==> config.mk <==
export PLATFORM = sky130hd
export DESIGN_NAME = bbsc_core
export DESIGN_NICKNAME = d
export VERILOG_FILES = /design/src/logic/bbsc_pkg.sv /design/src/logic/bbsc_core.sv /design/src/logic/bbsc_prediv.sv
export VERILOG_INCLUDE_DIRS = /design/src /design/src/logic
export SDC_FILE = /design/constraint.sdc
export NUM_CORES = 2
export LEC_CHECK = 0
export BUFFER_PORTS_ARGS = -buffer_cell sky130_fd_sc_hd__buf_4
export CAP_MARGIN = 5
export CORE_MARGIN = 10
export CORE_UTILIZATION = 30
export DETAILED_ROUTE_END_ITERATION = 12
export MAX_ROUTING_LAYER = met4
export SLEW_MARGIN = 20
export SYNTH_ARGS = -nofsm -noshare
export SYNTH_HDL_FRONTEND = slang
export SYNTH_SLANG_ARGS = --single-unit
==> constraint.sdc <==
create_clock -name mclk -period 2.2 [get_ports mclk]
set_input_delay 0.22 -clock mclk [delete_from_list [all_inputs] [get_ports mclk]]
set_output_delay 0.22 -clock mclk [all_outputs]
set_load 0.1 [all_outputs]
==> src/logic/bbsc_defines.svh <==
`ifndef BBSC_DEFINES_SVH
`define BBSC_DEFINES_SVH

// -----------------------------------------------------------------------------
// Widths and sizes
// -----------------------------------------------------------------------------
`define BBSC_WORD_W      32
`define BBSC_DIV_W       16
`define BBSC_SEC_IDX_W   6
`define BBSC_MEM_WORDS   64
`define BBSC_MEM_AW      6
`define BBSC_EVT_W       4

// -----------------------------------------------------------------------------
// Reset values
// -----------------------------------------------------------------------------
`define BBSC_CNT_RST     32'h0000_0000
`define BBSC_CMP_RST     32'hFFFF_FFFF
`define BBSC_LOAD_RST    32'hFFFF_FFFF
`define BBSC_TRIM_RST    16'h7FFF
`define BBSC_EVT_RST     4'h0

// -----------------------------------------------------------------------------
// Predivider timing
// -----------------------------------------------------------------------------
`define BBSC_NOM_DIV     16'h7FFF
`define BBSC_DIV_ZERO    16'h0000
`define BBSC_DIV_STEP    16'h0001
`define BBSC_TRIM_SLOT   6'h3F
`define BBSC_SEC_STEP    6'h01
`define BBSC_CNT_STEP    32'h0000_0001

`endif

==> src/logic/bbsc_pkg.sv <==
`include "bbsc_defines.svh"

package bbsc_pkg;

  // Control bits that software sets; they travel together into the core.
  typedef struct packed {
    logic seconds_counter_enable;
    logic wake_pin_enable;
    logic match_wake_enable;
    logic battery_low_detect_enable;
    logic abort_on_battery_low;
  } bbsc_ctrl_t;

  // Event vector, low bit first: match 0, match 1, battery low, wake pin.
  typedef struct packed {
    logic ext_wake;
    logic battery_low_flag;
    logic match1;
    logic match0;
  } bbsc_evt_t;

  typedef enum logic [1:0] {
    bbsc_st_active = 2'b01,
    bbsc_st_hib    = 2'b10
  } bbsc_state_t;

endpackage

==> src/logic/bbsc_core.sv <==
`timescale 1ns/1ps
`default_nettype none
`include "bbsc_defines.svh"

module bbsc_core (
  // Clock and cold reset (loss of both supplies)
  input  wire logic                          mclk,
  input  wire logic                          arst_n,
  // System reset request, one cycle, same clock
  input  wire logic                          sys_reset_req,
  // Pins from outside the clock domain
  input  wire logic                          ref_clk_in,
  input  wire logic                          wake_pin_n,
  input  wire logic                          battery_below_threshold,
  // Control bits
  input  wire bbsc_pkg::bbsc_ctrl_t          ctrl,
  input  wire logic                          sleep_request,
  // Value writes
  input  wire logic                          load_we,
  input  wire logic [`BBSC_WORD_W-1:0]       load_wdata,
  input  wire logic                          cmp0_we,
  input  wire logic                          cmp1_we,
  input  wire logic [`BBSC_WORD_W-1:0]       cmp_wdata,
  input  wire logic                          trim_we,
  input  wire logic [`BBSC_DIV_W-1:0]        trim_wdata,
  // Event mask and clear
  input  wire logic                          mask_we,
  input  wire bbsc_pkg::bbsc_evt_t           mask_wdata,
  input  wire logic                          clear_we,
  input  wire bbsc_pkg::bbsc_evt_t           clear_wdata,
  // Retained storage
  input  wire logic                          mem_we,
  input  wire logic [`BBSC_MEM_AW-1:0]       mem_addr,
  input  wire logic [`BBSC_WORD_W-1:0]       mem_wdata,
  output logic [`BBSC_WORD_W-1:0]            mem_rdata,
  // Readback
  output logic [`BBSC_WORD_W-1:0]            seconds_count,
  output logic [`BBSC_WORD_W-1:0]            compare_value_0,
  output logic [`BBSC_WORD_W-1:0]            compare_value_1,
  output logic [`BBSC_WORD_W-1:0]            counter_load_value,
  output logic [`BBSC_DIV_W-1:0]             predivider_trim,
  output bbsc_pkg::bbsc_evt_t                event_mask,
  output bbsc_pkg::bbsc_evt_t                raw_event_status,
  output bbsc_pkg::bbsc_evt_t                masked_event_status,
  // Interrupt and power control
  output logic                               irq,
  output logic                               hibernating,
  output logic                               power_off_request_n_o,
  output logic                               power_off_request_n_oe_n
);

  import bbsc_pkg::*;

  // ---------------------------------------------------------------------------
  // Pin synchronisers
  // ---------------------------------------------------------------------------
  logic ref_s1_ff;
  logic ref_s2_ff;
  logic ref_d_ff;
  logic wake_s1_ff;
  logic wake_s2_ff;
  logic wake_d_ff;
  logic bat_s1_ff;
  logic bat_s2_ff;

  // The first stage feeds only the second; edges are taken from stage two.
  always_ff @(posedge mclk or negedge arst_n) begin
    if (!arst_n) begin
      ref_s1_ff  <= 1'b0;
      ref_s2_ff  <= 1'b0;
      ref_d_ff   <= 1'b0;
      wake_s1_ff <= 1'b1;
      wake_s2_ff <= 1'b1;
      wake_d_ff  <= 1'b1;
      bat_s1_ff  <= 1'b0;
      bat_s2_ff  <= 1'b0;
    end else begin
      ref_s1_ff  <= ref_clk_in;
      ref_s2_ff  <= ref_s1_ff;
      ref_d_ff   <= ref_s2_ff;
      wake_s1_ff <= wake_pin_n;
      wake_s2_ff <= wake_s1_ff;
      wake_d_ff  <= wake_s2_ff;
      bat_s1_ff  <= battery_below_threshold;
      bat_s2_ff  <= bat_s1_ff;
    end
  end

  logic ref_tick;
  logic wake_fall;

  assign ref_tick  = ref_s2_ff & ~ref_d_ff;
  assign wake_fall = ~wake_s2_ff & wake_d_ff;

  // ---------------------------------------------------------------------------
  // Module-level clear
  // ---------------------------------------------------------------------------
  logic soft_clr;

  assign soft_clr = sys_reset_req & ~ctrl.seconds_counter_enable & ~ctrl.wake_pin_enable;

  // ---------------------------------------------------------------------------
  // Predivider and seconds counter
  // ---------------------------------------------------------------------------
  logic                      sec_pulse;
  logic [`BBSC_WORD_W-1:0]   cnt_ff;
  logic [`BBSC_WORD_W-1:0]   load_ff;
  logic [`BBSC_DIV_W-1:0]    trim_ff;

  bbsc_prediv u_prediv (
    .mclk      (mclk),
    .arst_n    (arst_n),
    .soft_clr  (soft_clr),
    .run       (ctrl.seconds_counter_enable),
    .ref_tick  (ref_tick),
    .trim      (trim_ff),
    .sec_pulse (sec_pulse)
  );

  always_ff @(posedge mclk or negedge arst_n) begin
    if (!arst_n) begin
      cnt_ff <= `BBSC_CNT_RST;
    end else if (soft_clr) begin
      cnt_ff <= `BBSC_CNT_RST;
    end else if (load_we) begin
      cnt_ff <= load_wdata;
    end else if (sec_pulse && ctrl.seconds_counter_enable) begin
      cnt_ff <= cnt_ff + `BBSC_CNT_STEP;
    end
  end

  assign seconds_count = cnt_ff;

  always_ff @(posedge mclk or negedge arst_n) begin
    if (!arst_n) begin
      load_ff <= `BBSC_LOAD_RST;
      trim_ff <= `BBSC_TRIM_RST;
    end else if (soft_clr) begin
      load_ff <= `BBSC_LOAD_RST;
      trim_ff <= `BBSC_TRIM_RST;
    end else begin
      if (load_we) begin
        load_ff <= load_wdata;
      end
      if (trim_we) begin
        trim_ff <= trim_wdata;
      end
    end
  end

  assign counter_load_value = load_ff;
  assign predivider_trim    = trim_ff;

  // ---------------------------------------------------------------------------
  // Compare values and match detection
  // ---------------------------------------------------------------------------
  logic [`BBSC_WORD_W-1:0] cmp_ff [2];
  logic [1:0]              eq_now;
  logic [1:0]              eq_d_ff;
  logic [1:0]              match_hit;
  logic [1:0]              cmp_we;

  assign cmp_we = {cmp1_we, cmp0_we};

  for (genvar gi = 0; gi < 2; gi++) begin : g_cmp
    always_ff @(posedge mclk or negedge arst_n) begin
      if (!arst_n) begin
        cmp_ff[gi] <= `BBSC_CMP_RST;
      end else if (soft_clr) begin
        cmp_ff[gi] <= `BBSC_CMP_RST;
      end else if (cmp_we[gi]) begin
        cmp_ff[gi] <= cmp_wdata;
      end
    end

    assign eq_now[gi] = (cnt_ff == cmp_ff[gi]);

    always_ff @(posedge mclk or negedge arst_n) begin
      if (!arst_n) begin
        eq_d_ff[gi] <= 1'b1;
      end else if (soft_clr) begin
        eq_d_ff[gi] <= 1'b1;
      end else begin
        eq_d_ff[gi] <= eq_now[gi];
      end
    end

    assign match_hit[gi] = eq_now[gi] & ~eq_d_ff[gi];
  end

  assign compare_value_0 = cmp_ff[0];
  assign compare_value_1 = cmp_ff[1];

  // ---------------------------------------------------------------------------
  // Hibernation sequence
  // ---------------------------------------------------------------------------
  bbsc_state_t state_ff;
  bbsc_state_t nxt_state;
  logic        bat_low_seen;
  logic        sleep_refused;
  logic        wake_by_pin;
  logic        wake_by_match;

  assign bat_low_seen  = ctrl.battery_low_detect_enable & bat_s2_ff
                       & (state_ff == bbsc_st_active);
  assign sleep_refused = bat_low_seen & ctrl.abort_on_battery_low;
  assign wake_by_pin   = ctrl.wake_pin_enable & ~wake_s2_ff;
  assign wake_by_match = ctrl.match_wake_enable & (|match_hit);

  always_comb begin
    nxt_state = state_ff;
    case (state_ff)
      bbsc_st_active: begin
        if (sleep_request && !sleep_refused) begin
          nxt_state = bbsc_st_hib;
        end
      end
      bbsc_st_hib: begin
        if (wake_by_pin || wake_by_match) begin
          nxt_state = bbsc_st_active;
        end
      end
      default: begin
        nxt_state = bbsc_st_active;
      end
    endcase
  end

  always_ff @(posedge mclk or negedge arst_n) begin
    if (!arst_n) begin
      state_ff <= bbsc_st_active;
    end else if (soft_clr) begin
      state_ff <= bbsc_st_active;
    end else begin
      state_ff <= nxt_state;
    end
  end

  assign hibernating              = (state_ff == bbsc_st_hib);
  assign power_off_request_n_o    = 1'b0;
  assign power_off_request_n_oe_n = ~hibernating;

  // ---------------------------------------------------------------------------
  // Events, mask and status
  // ---------------------------------------------------------------------------
  bbsc_evt_t raw_ff;
  bbsc_evt_t mask_ff;
  bbsc_evt_t masked_ff;
  bbsc_evt_t evt_set;
  bbsc_evt_t nxt_raw;
  bbsc_evt_t nxt_mask;

  always_comb begin
    evt_set                  = '0;
    evt_set.match0           = match_hit[0];
    evt_set.match1           = match_hit[1];
    evt_set.battery_low_flag = bat_low_seen;
    evt_set.ext_wake         = wake_fall;
  end

  assign nxt_raw  = evt_set | (raw_ff & ~(clear_we ? clear_wdata : bbsc_evt_t'('0)));
  assign nxt_mask = mask_we ? mask_wdata : mask_ff;

  always_ff @(posedge mclk or negedge arst_n) begin
    if (!arst_n) begin
      raw_ff    <= `BBSC_EVT_RST;
      mask_ff   <= `BBSC_EVT_RST;
      masked_ff <= `BBSC_EVT_RST;
    end else if (soft_clr) begin
      raw_ff    <= `BBSC_EVT_RST;
      mask_ff   <= `BBSC_EVT_RST;
      masked_ff <= `BBSC_EVT_RST;
    end else begin
      raw_ff    <= nxt_raw;
      mask_ff   <= nxt_mask;
      masked_ff <= nxt_raw & nxt_mask;
    end
  end

  assign raw_event_status    = raw_ff;
  assign event_mask          = mask_ff;
  assign masked_event_status = masked_ff;
  assign irq = |masked_ff;

  // ---------------------------------------------------------------------------
  // Retained storage
  // ---------------------------------------------------------------------------
  // The array has no reset so its contents outlive every reset but a cold one,
  // which in silicon loses them anyway; simulation shows X until written.
  logic [`BBSC_WORD_W-1:0] mem [`BBSC_MEM_WORDS];
  logic [`BBSC_WORD_W-1:0] mem_rdata_ff;

  always_ff @(posedge mclk) begin
    if (mem_we) begin
      mem[mem_addr] <= mem_wdata;
    end
  end

  always_ff @(posedge mclk or negedge arst_n) begin
    if (!arst_n) begin
      mem_rdata_ff <= '0;
    end else begin
      mem_rdata_ff <= mem[mem_addr];
    end
  end

  assign mem_rdata = mem_rdata_ff;

endmodule

`default_nettype wire

==> src/logic/bbsc_prediv.sv <==
`timescale 1ns/1ps
`default_nettype none
`include "bbsc_defines.svh"

module bbsc_prediv (
  // Clock and reset
  input  wire logic                       mclk,
  input  wire logic                       arst_n,
  input  wire logic                       soft_clr,
  // Reference and control
  input  wire logic                       run,
  input  wire logic                       ref_tick,
  input  wire logic [`BBSC_DIV_W-1:0]     trim,
  // One-second enable
  output logic                            sec_pulse
);

  logic [`BBSC_DIV_W-1:0]     cnt_ff;
  logic [`BBSC_SEC_IDX_W-1:0] sec_idx_ff;
  logic                       sec_pulse_ff;
  logic [`BBSC_SEC_IDX_W-1:0] nxt_sec_idx;
  logic [`BBSC_DIV_W-1:0]     nxt_reload;

  assign nxt_sec_idx = sec_idx_ff + `BBSC_SEC_STEP;
  assign nxt_reload  = (nxt_sec_idx == `BBSC_TRIM_SLOT) ? trim : `BBSC_NOM_DIV;
  assign sec_pulse   = sec_pulse_ff;

  always_ff @(posedge mclk or negedge arst_n) begin
    if (!arst_n) begin
      cnt_ff       <= `BBSC_NOM_DIV;
      sec_idx_ff   <= '0;
      sec_pulse_ff <= 1'b0;
    end else if (soft_clr) begin
      cnt_ff       <= `BBSC_NOM_DIV;
      sec_idx_ff   <= '0;
      sec_pulse_ff <= 1'b0;
    end else begin
      sec_pulse_ff <= 1'b0;
      if (run && ref_tick) begin
        if (cnt_ff == `BBSC_DIV_ZERO) begin
          cnt_ff       <= nxt_reload;
          sec_idx_ff   <= nxt_sec_idx;
          sec_pulse_ff <= 1'b1;
        end else begin
          cnt_ff <= cnt_ff - `BBSC_DIV_STEP;
        end
      end
    end
  end

endmodule

`default_nettype wire

==> flow_summary.yaml <==
status:
  outcome: "complete, no violations"
place:
  globalplace.congestion: 0.908
  place_ws_ns: -0.682
  portBuffers: 335
  dp_hpwl_um: 216000
die:
  die_h_um: 564
  core_mm2: 0.295
  dieWidth_um: 564
  io_pins: 337
  row_count: 199
  dieArea_mm2: 0.319
  start_util: 0.302
cts:
  cts_made_buffers: 234
  clk_latency_ns: 0.94
  tritoncts: "done"
  cts_max_level: 4
  path_clk_slew_ns: 0.07
  clock_path_buffers: 4
  clkSinkCount: 2271
  cts_root_buffer: "clkbuf_16"
timing:
  hold_violations: 0
  post-route-period-util: 0.988
  setup_ws_ns: 0.0266
  min_period_ns: 2.17
  max_freq_mhz: 460
  clock_skew_ns: 0.151
  worstMarginPinSlew_ns: 0.874
  max-slew-margin-rel: 0.415
  setup_violations: 0
  whs_ns: 0.0670
  maxSlewViolCount: 0
worst_setup_path:
  cp-start-kind: "flip-flop"
  slowest_stage: "mux4_2"
  reg2regPathDepth: 7
  crit_start: "mem[53][20]"
  r2r-start: "mem[53][20]"
  worst_setup_path_end_kind: "flip-flop"
  cpPeakStageDelay_ns: 0.48
  crit_chain: "mux4_2 > nand2_1 > a21oi_1 > a31oi_1 > buf_4 > nand4_1 > a211o_1"
  crit_arrival_ns: 2.98
  crit_required_ns: 3.01
  path_class: "flip-flop to flip-flop"
  worst-path-max-fanout: 1
grt:
  overflow: 0
  grt_pass1_vias: 55600
  grt_pass1_wl_um: 460000
  antenna_found_initial: 18
  grt_use_total: 0.209
  grt_max_degree: 108
synthesis:
  synthArstFlopShare: 0.0982
  synth_area_per_cell_um2: 17.7
  synth-seq-cells: 2271
  seq_area_frac_synth: 0.756
  syn-num-nets: 5170
  ys.flop_type: "edfxtp_1"
  synth_edf_count: 2048
  syn_area_mm2: 0.0889
  syn_inst: 5020
  synth_warnings: 0
  synth_cell_types: 79
pwr:
  p_leak_nw: 38.4
  powerDensity_mw_per_mm2: 873
  ir_drop_v: 0.000777
routing:
  wl_per_cell_um: 32.7
  drtIter0Drc: 7877
  final_antenna_net_count: 0
  routed_via_density: 5.51
  num_vias: 56500
  totalWireLength_um: 336000
  drt_first_pass_iters: 6
  remaining_drc_errors: 0
layout:
  fillers: 26700
  fin_nets: 6295
  drive_above_1_share: 0.315
  syn2layout_area_growth_pct: 27.2
run:
  cap_violations: 0
min_path:
  hold_path_depth: 5
  hold_path_class: "input pin to flip-flop"
  hp-start: "mem_addr[3]"
[sequential cells by signal (all words and copies together) (netlist names), 2 cells and up]
| name | cells |
|---|---|
| compare_value_0 | 32 |
| compare_value_1 | 32 |
| counter_load_value | 32 |
| eq_d_ff | 2 |
| event_mask | 4 |
| masked_event_status | 4 |
| mem | 2048 |
| mem_rdata | 32 |
| predivider_trim | 16 |
| raw_event_status | 4 |
| seconds_count | 32 |
| state_ff | 2 |
| u_prediv.cnt_ff | 16 |
| u_prediv.sec_idx_ff | 6 |
[cell usage after synthesis, drive strengths merged (18+ instances only)]
cell type	number	area share
mux4	173	0.044
nand2	260	0.011
clkbuf	108	0.0046
nand3	31	0.0017
o221ai	29	0.0029
nor2	268	0.011
a221oi	249	0.025
a22oi	116	0.0098
mux2i	304	0.034
o22ai	88	0.0062
edfxtp	2048	0.69
a22o	22	0.0022
xnor2	82	0.0081
buf	224	0.016
nand4	35	0.0025
o2bb2ai	26	0.0026
o21ai	136	0.0077
and3	18	0.0013
mux2	170	0.022
a21oi	138	0.0078
nor3	25	0.0014
dfstp	132	0.039
a221o	20	0.0023
dfrtp	91	0.026
nand2b	20	0.0014
a211oi	31	0.0026
[cell usage in the layout (no fill, tap or decap), types with 55 or more instances in the layout]
master,instances
edfxtp_1,2048
buf_4,788
mux2i_1,304
nand2_1,255
buf_12,255
clkbuf_16,236
a221oi_1,233
nor2_1,201
mux4_2,173
dlygate4sd3_1,173
mux2_2,147
a21oi_1,137
dfstp_2,132
o21ai_0,129
a22oi_1,116
o22ai_1,87
xnor2_1,81
dfrtp_1,74
nor2_4,64
clkbuf_1,55
[where the power goes]
| part | internal [mW] | total, mW | switching (mW) |
|---|---|---|---|
| Clock | 22.2 | 39.0 | 16.8 |
| Combinational | 3.46 | 11.1 | 7.60 |
| Sequential | 47.9 | 48.6 | 0.701 |
[layout make-up]
class	instances	area [um^2]	area share
sequential	2271	67300	0.595
clock buffer	309	6350	0.0562
clock inverter	112	1060	0.00937
inverter	12	56.3	0.000498
timing repair buffer	1221	12800	0.114
tap	3919	4900	0.0434
multi-input combinational	2405	20500	0.182
antenna	17	42.5	0.000376
[layer usage]
metal / track usage / vias up / part of all wire
met5: - / - / 0
met4: 0.0911 / 0 / 0.054
met3: 0.0442 / 765 / 0.11
met2: 0.330 / 3734 / 0.47
met1: 0.261 / 29500 / 0.37
li1: - / 22600 / -
[final timing paths]
| check | end | slack (ns) |
|---|---|---|
| max | mem_rdata[20] | 0.03 |
| min | mem_rdata[25] | 0.07 |
| max in group asynchronous | eq_d_ff[1] | 0.95 |
| min in group asynchronous | mem_rdata[12] | 0.51 |
| max reg2reg | mem_rdata[20] | 0.03 |
| min reg2reg | wake_s2_ff | 0.36 |
[logic make-up (layout without fill, tap and decap cells)]
kind of cell	Yosys count	in the layout	synth area share
adder cells (fa/ha/maj)	5	5	0.000704
XOR/XNOR	98	98	0.00965
buffers and inverters	344	1654	0.0208
other	1	18	0.0000422
AO/OA/AOI/OAI	929	929	0.0764
flip-flops	2271	2271	0.756
multiplexers	647	647	0.0996
AND/OR/NAND/NOR	725	725	0.0366
[repair_timing]
action / 4_1_cts / 5_1_grt
resized for setup: 9 / 22
endpoints found under the hold margin: 2285 / 0
endpoints found under the setup margin: 8 / 27
pin swaps: 1 / 9
hold buffers: 174 / 0
buffers inserted: 2 / 4
[worst max-delay path, delay by kind of cell (launching register included)]
family,cells,cell delay [ns]
buffers and inverters,1,0.17
and+or+nand+nor,2,0.29
DFF,1,0.37
muxes,1,0.48
AOI/OAI and AO/OA,3,0.77
[stage by stage]
step	total power, mW	utilization	area [um^2]	TNS [ns]	std cells
2_1_floorplan	55.3	-	89400	-429.18	5020
3_3_place_gp	60.0	0.352	104000	-334.80	9648
3_5_place_dp	60.1	0.352	104000	-341.22	9648
4_1_cts	99.0	0.383	113000	-0.00141	10200
5_1_grt	101	0.384	113000	-0.00476	10300
6_report	98.7	0.384	113000	0	10300
(Power assumes the default switching activity.)
